<file path="src/verilog/scc_regs.svh">
// Operation
// - below-line defect level is an 8-bit field in the low byte
// - defect level is left-shifted by the shift setting, then subtracted from pixel
// - converter runs when enable field equals 1, bypassed when it is 0
// - each matrix coefficient is signed 8-bit with 5 fractional bits
// - even column coefficient in low byte, odd column in high byte
// - sixteen coefficients map row by row onto eight consecutive registers
// - on-line and above-line levels selected by row, shifted and subtracted alike
`ifndef SCC_REGS_SVH
`define SCC_REGS_SVH

`define SCC_ADDR_W 4
`define SCC_DATA_W 16
`define SCC_PIX_W 14
`define SCC_POS_W 12
`define SCC_COMP_W 10
`define SCC_LVL_W 8
`define SCC_SHIFT_W 3
`define SCC_ACC_W 21

`define SCC_OFS_LVL_ON 4'h0
`define SCC_OFS_LVL_ABOVE 4'h1
`define SCC_OFS_LVL_BELOW 4'h2
`define SCC_OFS_SHIFT 4'h3
`define SCC_OFS_CSC_EN 4'h4
`define SCC_OFS_COEF0 4'h5
`define SCC_OFS_COEF7 4'hC
`define SCC_OFS_STATUS 4'hD

`define SCC_NUM_COEF_REGS 8
`define SCC_RESET_VAL 16'h0000
`define SCC_CSC_ON_VAL 16'h0001

`define SCC_LVL_MSB 7
`define SCC_SHIFT_MSB 2
`define SCC_COEF_LO_MSB 7
`define SCC_COEF_LO_LSB 0
`define SCC_COEF_HI_MSB 15
`define SCC_COEF_HI_LSB 8

`define SCC_COEF_FRAC 5
`define SCC_ROUND_HALF 21'sh10
`define SCC_COMP_MAX 21'sh3FF

`endif

</file>
<file path="src/verilog/scc_pkg.sv">
package scc_pkg;
  `include "scc_regs.svh"

  typedef logic [`SCC_LVL_W-1:0] scc_coef_t;
  typedef scc_coef_t [3:0] scc_row_t;
  typedef scc_row_t [3:0] scc_matrix_t;
  typedef logic [`SCC_COMP_W-1:0] scc_comp_t;
  typedef scc_comp_t [3:0] scc_vec_t;
  typedef logic [`SCC_PIX_W-1:0] scc_pix_t;
  typedef enum logic [1:0] {SCC_ROW_ABOVE, SCC_ROW_ON, SCC_ROW_BELOW} scc_row_pos_t;
endpackage

</file>
<file path="src/verilog/scc_cfg_if.sv">
`timescale 1ns/1ps
`include "scc_regs.svh"
interface scc_cfg_if;
  import scc_pkg::*;
  logic [`SCC_LVL_W-1:0] lvl_on;
  logic [`SCC_LVL_W-1:0] lvl_above;
  logic [`SCC_LVL_W-1:0] lvl_below;
  logic [`SCC_SHIFT_W-1:0] lvl_shift;
  logic csc_on;
  scc_matrix_t matrix;
  scc_row_pos_t last_pos;

  modport src (output lvl_on, output lvl_above, output lvl_below, output lvl_shift, output csc_on,
               output matrix, input last_pos);
  modport dfc (input lvl_on, input lvl_above, input lvl_below, input lvl_shift, output last_pos);
  modport csc (input csc_on, input matrix);
endinterface

</file>
<file path="src/verilog/scc_top.sv">
// The placing of the registers and the address-and-strobe port were chosen for this implementation.
`timescale 1ns/1ps
`include "scc_regs.svh"
module scc_top
  import scc_pkg::*;
(
  input wire logic i_ref_clk,
  input wire logic i_reset_n,
  input wire logic [`SCC_ADDR_W-1:0] i_addr,
  input wire logic [`SCC_DATA_W-1:0] i_wdata,
  input wire logic i_wr,
  input wire logic i_rd,
  output logic [`SCC_DATA_W-1:0] o_rdata,
  input wire logic i_dfc_valid,
  input wire scc_pix_t i_dfc_data,
  input wire logic [`SCC_POS_W-1:0] i_dfc_vpos,
  input wire logic [`SCC_POS_W-1:0] i_dfc_vdefect,
  input wire logic i_dfc_col_hit,
  output logic o_dfc_valid,
  output scc_pix_t o_dfc_data,
  input wire logic i_csc_valid,
  input wire scc_vec_t i_csc_data,
  output logic o_csc_valid,
  output scc_vec_t o_csc_data,
  output logic o_csc_on
);
  logic [`SCC_LVL_W-1:0] lvl_on_ff;
  logic [`SCC_LVL_W-1:0] lvl_above_ff;
  logic [`SCC_LVL_W-1:0] lvl_below_ff;
  logic [`SCC_SHIFT_W-1:0] shift_ff;
  logic [`SCC_DATA_W-1:0] csc_en_ff;
  logic [`SCC_DATA_W-1:0] coef_ff [`SCC_NUM_COEF_REGS];
  logic [`SCC_DATA_W-1:0] nxt_rdata;
  logic [3:0] coef_idx;

  scc_cfg_if cfg ();

  assign coef_idx = i_addr - `SCC_OFS_COEF0;

  // level and shift registers keep only their defined bits
  always_ff @(posedge i_ref_clk or negedge i_reset_n)
  begin
    if (!i_reset_n)
    begin
      lvl_on_ff <= '0;
      lvl_above_ff <= '0;
      lvl_below_ff <= '0;
      shift_ff <= '0;
    end
    else if (i_wr)
    begin
      if (i_addr == `SCC_OFS_LVL_ON)
        lvl_on_ff <= i_wdata[`SCC_LVL_MSB:0];
      if (i_addr == `SCC_OFS_LVL_ABOVE)
        lvl_above_ff <= i_wdata[`SCC_LVL_MSB:0];
      if (i_addr == `SCC_OFS_LVL_BELOW)
        lvl_below_ff <= i_wdata[`SCC_LVL_MSB:0];
      if (i_addr == `SCC_OFS_SHIFT)
        shift_ff <= i_wdata[`SCC_SHIFT_MSB:0];
    end
  end

  // the whole 16-bit word is the enable field, so it is kept intact
  always_ff @(posedge i_ref_clk or negedge i_reset_n)
  begin
    if (!i_reset_n)
      csc_en_ff <= `SCC_RESET_VAL;
    else if (i_wr && i_addr == `SCC_OFS_CSC_EN)
      csc_en_ff <= i_wdata;
  end

  always_ff @(posedge i_ref_clk or negedge i_reset_n)
  begin
    if (!i_reset_n)
      o_csc_on <= 1'b0;
    else
      o_csc_on <= (csc_en_ff == `SCC_CSC_ON_VAL);
  end

  always_ff @(posedge i_ref_clk or negedge i_reset_n)
  begin
    if (!i_reset_n)
    begin
      for (int k = 0; k < `SCC_NUM_COEF_REGS; k++)
        coef_ff[k] <= `SCC_RESET_VAL;
    end
    else if (i_wr && i_addr >= `SCC_OFS_COEF0 && i_addr <= `SCC_OFS_COEF7)
      coef_ff[coef_idx[2:0]] <= i_wdata;
  end

  always_comb
  begin
    for (int k = 0; k < `SCC_NUM_COEF_REGS; k++)
    begin
      cfg.matrix[k/2][(k%2)*2] = coef_ff[k][`SCC_COEF_LO_MSB:`SCC_COEF_LO_LSB];
      cfg.matrix[k/2][(k%2)*2+1] = coef_ff[k][`SCC_COEF_HI_MSB:`SCC_COEF_HI_LSB];
    end
  end

  assign cfg.lvl_on = lvl_on_ff;
  assign cfg.lvl_above = lvl_above_ff;
  assign cfg.lvl_below = lvl_below_ff;
  assign cfg.lvl_shift = shift_ff;
  assign cfg.csc_on = (csc_en_ff == `SCC_CSC_ON_VAL);

  always_comb
  begin
    nxt_rdata = '0;
    if (i_addr == `SCC_OFS_LVL_ON)
      nxt_rdata = {8'h00, lvl_on_ff};
    else if (i_addr == `SCC_OFS_LVL_ABOVE)
      nxt_rdata = {8'h00, lvl_above_ff};
    else if (i_addr == `SCC_OFS_LVL_BELOW)
      nxt_rdata = {8'h00, lvl_below_ff};
    else if (i_addr == `SCC_OFS_SHIFT)
      nxt_rdata = {13'h0000, shift_ff};
    else if (i_addr == `SCC_OFS_CSC_EN)
      nxt_rdata = csc_en_ff;
    else if (i_addr >= `SCC_OFS_COEF0 && i_addr <= `SCC_OFS_COEF7)
      nxt_rdata = coef_ff[coef_idx[2:0]];
    else if (i_addr == `SCC_OFS_STATUS)
      nxt_rdata = {13'h0000, cfg.last_pos, cfg.csc_on};
  end

  // read data stand for exactly one cycle; idle cycles return zero
  always_ff @(posedge i_ref_clk or negedge i_reset_n)
  begin
    if (!i_reset_n)
      o_rdata <= '0;
    else if (i_rd)
      o_rdata <= nxt_rdata;
    else
      o_rdata <= '0;
  end

  scc_defect_sub u_dfc (
    .i_ref_clk(i_ref_clk),
    .i_reset_n(i_reset_n),
    .cfg(cfg.dfc),
    .i_valid(i_dfc_valid),
    .i_data(i_dfc_data),
    .i_vpos(i_dfc_vpos),
    .i_vdefect(i_dfc_vdefect),
    .i_col_hit(i_dfc_col_hit),
    .o_valid(o_dfc_valid),
    .o_data(o_dfc_data)
  );

  scc_csc u_csc (
    .i_ref_clk(i_ref_clk),
    .i_reset_n(i_reset_n),
    .cfg(cfg.csc),
    .i_valid(i_csc_valid),
    .i_data(i_csc_data),
    .o_valid(o_csc_valid),
    .o_data(o_csc_data)
  );
endmodule

</file>
<file path="src/verilog/scc_defect_sub.sv">
`timescale 1ns/1ps
`include "scc_regs.svh"
module scc_defect_sub
  import scc_pkg::*;
(
  input wire logic i_ref_clk,
  input wire logic i_reset_n,
  scc_cfg_if.dfc cfg,
  input wire logic i_valid,
  input wire scc_pix_t i_data,
  input wire logic [`SCC_POS_W-1:0] i_vpos,
  input wire logic [`SCC_POS_W-1:0] i_vdefect,
  input wire logic i_col_hit,
  output logic o_valid,
  output scc_pix_t o_data
);
  scc_row_pos_t pos;
  logic [`SCC_LVL_W-1:0] lvl;
  logic [`SCC_PIX_W:0] sub;
  logic [`SCC_PIX_W:0] diff;
  scc_pix_t nxt_data;
  scc_row_pos_t pos_ff;

  always_comb
  begin
    if (i_vpos == i_vdefect)
    begin
      pos = SCC_ROW_ON;
      lvl = cfg.lvl_on;
    end
    else if (i_vpos < i_vdefect)
    begin
      pos = SCC_ROW_ABOVE;
      lvl = cfg.lvl_above;
    end
    else
    begin
      pos = SCC_ROW_BELOW;
      lvl = cfg.lvl_below;
    end
    sub = ({{(`SCC_PIX_W+1-`SCC_LVL_W){1'b0}}, lvl}) << cfg.lvl_shift;
    diff = {1'b0, i_data} - sub;
    // clamp at black so a large level cannot wrap to white, unless at shift 7 the shifted level exceeds the pixel by more than 16384
    if (!i_col_hit)
      nxt_data = i_data;
    else if (diff[`SCC_PIX_W])
      nxt_data = '0;
    else
      nxt_data = diff[`SCC_PIX_W-1:0];
  end

  always_ff @(posedge i_ref_clk or negedge i_reset_n)
  begin
    if (!i_reset_n)
    begin
      o_valid <= 1'b0;
      o_data <= '0;
    end
    else
    begin
      o_valid <= i_valid;
      if (i_valid)
        o_data <= nxt_data;
    end
  end

  always_ff @(posedge i_ref_clk or negedge i_reset_n)
  begin
    if (!i_reset_n)
      pos_ff <= SCC_ROW_ABOVE;
    else if (i_valid && i_col_hit)
      pos_ff <= pos;
  end

  assign cfg.last_pos = pos_ff;
endmodule

</file>
<file path="src/verilog/scc_csc.sv">
`timescale 1ns/1ps
`include "scc_regs.svh"
module scc_csc
  import scc_pkg::*;
(
  input wire logic i_ref_clk,
  input wire logic i_reset_n,
  scc_cfg_if.csc cfg,
  input wire logic i_valid,
  input wire scc_vec_t i_data,
  output logic o_valid,
  output scc_vec_t o_data
);
  function automatic scc_comp_t round_sat(input logic signed [`SCC_ACC_W-1:0] acc);
    logic signed [`SCC_ACC_W-1:0] r;
    r = (acc + `SCC_ROUND_HALF) >>> `SCC_COEF_FRAC;
    if (r < 0)
      return '0;
    else if (r > `SCC_COMP_MAX)
      return '1;
    else
      return r[`SCC_COMP_W-1:0];
  endfunction

  scc_vec_t nxt_data;

  always_comb
  begin
    logic signed [`SCC_ACC_W-1:0] acc;
    acc = '0;
    for (int r = 0; r < 4; r++)
    begin
      acc = '0;
      for (int c = 0; c < 4; c++)
        // operands widened to the accumulator first so the product is never cut; unsigned component, signed coef
        acc = acc + (`SCC_ACC_W'(signed'({1'b0, i_data[c]})) * `SCC_ACC_W'(signed'(cfg.matrix[r][c])));
      nxt_data[r] = cfg.csc_on ? round_sat(acc) : i_data[r];
    end
  end

  always_ff @(posedge i_ref_clk or negedge i_reset_n)
  begin
    if (!i_reset_n)
    begin
      o_valid <= 1'b0;
      o_data <= '0;
    end
    else
    begin
      o_valid <= i_valid;
      if (i_valid)
        o_data <= nxt_data;
    end
  end
endmodule

</file>
<file path="config.mk">
export PLATFORM = sky130hd
export DESIGN_NAME = scc_top
export DESIGN_NICKNAME = d
export VERILOG_FILES = /design/src/verilog/scc_pkg.sv /design/src/verilog/scc_cfg_if.sv /design/src/verilog/scc_top.sv /design/src/verilog/scc_defect_sub.sv /design/src/verilog/scc_csc.sv
export VERILOG_INCLUDE_DIRS = /design/src /design/src/verilog
export SDC_FILE = /design/constraint.sdc
export NUM_CORES = 2
export LEC_CHECK = 0
export ABC_AREA = 0
export BUFFER_PORTS_ARGS = -buffer_cell sky130_fd_sc_hd__buf_2
export CAP_MARGIN = 15
export CORE_UTILIZATION = 50
export DETAILED_ROUTE_END_ITERATION = 12
export PLACE_DENSITY = 0.69
export SYNTH_ARGS = -nofsm -noshare
export SYNTH_HDL_FRONTEND = slang
export SYNTH_SLANG_ARGS = --single-unit
</file>
<file path="constraint.sdc">
create_clock -name i_ref_clk -period 7.6 [get_ports i_ref_clk]
set_input_delay 1.52 -clock i_ref_clk [delete_from_list [all_inputs] [get_ports i_ref_clk]]
set_output_delay 1.52 -clock i_ref_clk [all_outputs]
set_load 0.02 [all_outputs]
</file>
==> impl_metrics.yaml <==
outcome:
  outcome: "finished, violations left"
  violations: "setup timing"
final_layout:
  final_nets: 9896
  synthToLayoutAreaGrowth_pct: 22.7
  drive_gt1_share_pct: 23.9
  fillerInstances: 10400
critical_path:
  slowest_delay_ns: 0.55
  crit_fanout: 9
  path_class: "in2reg"
  cp_slowest_cell: "fa_1"
  endpoint_kind: "flip-flop"
  crit_cells: 32
  start_kind: "input port"
  rr_worst_depth: 31
  worstPathArrival_ns: 8.92
  cp.required_ns: 8.05
  critical_path.top_delay_family: "adder cells"
  crit_buf_inv: 9
  cpMostUsedCell: "fa_1"
job:
  maxCapViolCount: 0
die:
  die-area_um2: 127000
  core_um2: 124000
  boundaryPins: 178
  initial_core_util_pct: 50.6
  rows: 129
  die_x_um: 357
  die_y_um: 357
worst_hold_path:
  whs_path_depth: 2
  hold_path_class: "reg2reg"
placement:
  io_buffers: 177
  gp_congestion: 1.01
  dpl.hpwl_um: 166000
synthesis:
  synth_area_um2: 62900
  synth-async-reset-ratio_pct: 100
  ys_types: 87
  synth.avg_cell_area_um2: 9.03
  yosys_warnings: 0
  synthesis.nets: 8934
  syn_inst: 6970
  synth_most_common_cell: "inv_1"
  synth-edff-count: 0
  synthTopCellsByCount: "inv_1, fa_1, ha_1"
  ys_ff_latch: 246
  synth_top_area_cell: "fa_1"
  ys_top_cells_by_area: "fa_1, ha_1, dfrtp_1"
  ys_seq_area_share_pct: 9.78
  synthFlopType: "dfrtp_1"
  synth.top_cell.area_share_pct: 29.8
sta:
  rsz0062_at_grt: "yes"
  slew_headroom_pct: 23.1
  finalSetupViolCount: 40
  clock_skew_ns: 0.0184
  period_share_pct: 112
  tightest_slew_ns: 1.14
  final_max_slew_viol_count: 0
  timing.hold.ws_ns: 0.519
  timing.fmax_mhz: 118
  fin_crit_ns: 8.48
  hold_viol: 0
  setup_ws_ns: -0.876
global_route:
  grt_use_total_pct: 31.8
  antenna_found_initial: 18
  grt_pass1_vias: 55400
  grt_max_degree: 155
  overflow: 0
  grt_pass1_wl_um: 311000
detailed_routing:
  drc: 0
  via_per_inst: 5.45
  drtIter0Drc: 3776
  drtAntennaViolNets: 0
  num_vias: 52400
  drt-total-wl_um: 200000
  drtPass1Iterations: 6
  wl_per_cell_um: 20.8
cts:
  clockBufferDepth: 3
  cts_made_buffers: 37
  cts_tree: "built"
  clk-insertion-delay-late_ns: 0.62
  htree_levels: 2
  cts_root_buf: "clkbuf_16"
  cts_num_sinks: 246
  hold_buffers: 0
  clk_pin_slew_worst_paths_ns: 0.06
==> final cells by class <==
type	count	area [µm²]	area share, %
Multi-Input combinational cell	5116	53300	69.0
Timing Repair Buffer	1226	9520	12.3
Sequential cell	246	6160	7.97
Inverter	1305	4900	6.35
Tap cell	1637	2050	2.65
Clock buffer	48	1020	1.32
Clock inverter	17	289	0.374
Antenna cell	9	22.5	0.0292
==> state kept, by name, summed over array words and instances, names as in the netlist <==
signal and count:
cfg.lvl_shift 3, cfg.matrix 128, u_csc.o_data 40, cfg.lvl_below 8
o_rdata 16, cfg.lvl_on 8, u_dfc.o_data 14, csc_en_ff 16
u_dfc.cfg.last_pos 2, cfg.lvl_above 8, o_csc_on 1, u_dfc.o_valid 1
u_csc.o_valid 1
==> stage by stage <==
| stage | setup TNS [ns] | area (µm²) | worst slack [ns] | utilization (%) | instances |
|---|---|---|---|---|---|
| after floorplan | -24.03 | 64100 | -0.904 | - | 6970 |
| after global placement | -54.65 | 73300 | -1.48 | 59.0 | 9467 |
| after detailed placement | -59.05 | 73300 | -1.58 | 59.0 | 9467 |
| after CTS | -25.90 | 75800 | -0.790 | 61.0 | 9567 |
| after global routing | -35.21 | 77200 | -1.09 | 62.1 | 9596 |
| final | -25.39 | 77200 | -0.876 | 62.1 | 9604 |
==> placed cells by master (no fill, tap or decap), drive strengths merged, types with 19 or more instances in the layout <==
master | synthesis | routed
mux2i | 22 | 22
nor2b | 43 | 43
xnor2 | 203 | 203
inv | 1291 | 1293
a31oi | 53 | 53
nand2 | 489 | 490
a21oi | 196 | 196
dfrtp | 246 | 246
o21bai | 21 | 21
and3 | 57 | 57
or2 | 39 | 39
o211ai | 19 | 19
buf | 11 | 1220
fa | 937 | 937
or3 | 55 | 55
and2 | 843 | 843
clkbuf | 293 | 53
a211oi | 26 | 26
nand2b | 63 | 63
clkinv | 14 | 19
mux2 | 169 | 169
nand3 | 68 | 68
o21ai | 122 | 122
nor2 | 299 | 299
nor3 | 80 | 80
a21o | 50 | 50
ha | 922 | 922
xor2 | 80 | 80
o21a | 27 | 27
==> metal layers <==
| layer | vias up | track usage (%) | wire length, µm |
|---|---|---|---|
| met1 | 26200 | 40.1 | 79900 |
| li1 | 23900 | - | - |
| met5 | - | 0 | 45 |
| met2 | 1798 | 53.2 | 94300 |
| met4 | 6 | 15.3 | 11700 |
| met3 | 453 | 4.83 | 14200 |
==> path summary, 6_finish.rpt <==
path,start,endpoint,slack [ns]
worst min register to register,u_dfc.cfg.last_pos[0],u_dfc.cfg.last_pos[0],0.52
worst max register to register,cfg.matrix[98],u_csc.o_data[38],-0.45
max in group asynchronous,i_reset_n,o_rdata[15],5.26
min in group asynchronous,i_reset_n,cfg.matrix[1],0.94
worst max-delay path,i_csc_data[3],u_csc.o_data[38],-0.88
worst min-delay path,u_dfc.cfg.last_pos[0],u_dfc.cfg.last_pos[0],0.52
==> worst reg2reg max path, delay by kind of cell (launching register included) <==
family / cells / cell delay, ns
and+or+nand+nor: 5 / 1.38
xor gates and xnor gates: 2 / 0.34
DFF: 1 / 0.49
adders and majority gates: 9 / 3.73
AOI/OAI and AO/OA: 7 / 1.30
buffers and inverters: 8 / 0.61
==> repair_timing <==
item | 4_1_cts | 5_1_grt
endpoints found under the setup margin | 40 | 40
gates cloned | 3 | 1
pin swaps | 100 | 111
gates resized for setup | 178 | 228
buffers inserted | 32 | 30
==> kinds of logic after synthesis <==
kind of cell | count (synthesis) | share of synthesized area [%]
compound gates | 676 | 7.01
xor+xnor | 283 | 3.96
fa+ha+maj | 1859 | 48.1
buf+inv | 1610 | 9.69
flops | 246 | 9.78
mux | 209 | 4.02
simple gates | 2087 | 17.4
Power is left out: the tool's default activity adds up to more than one toggle a clock period on the data nets, which glitch-free logic cannot reach.
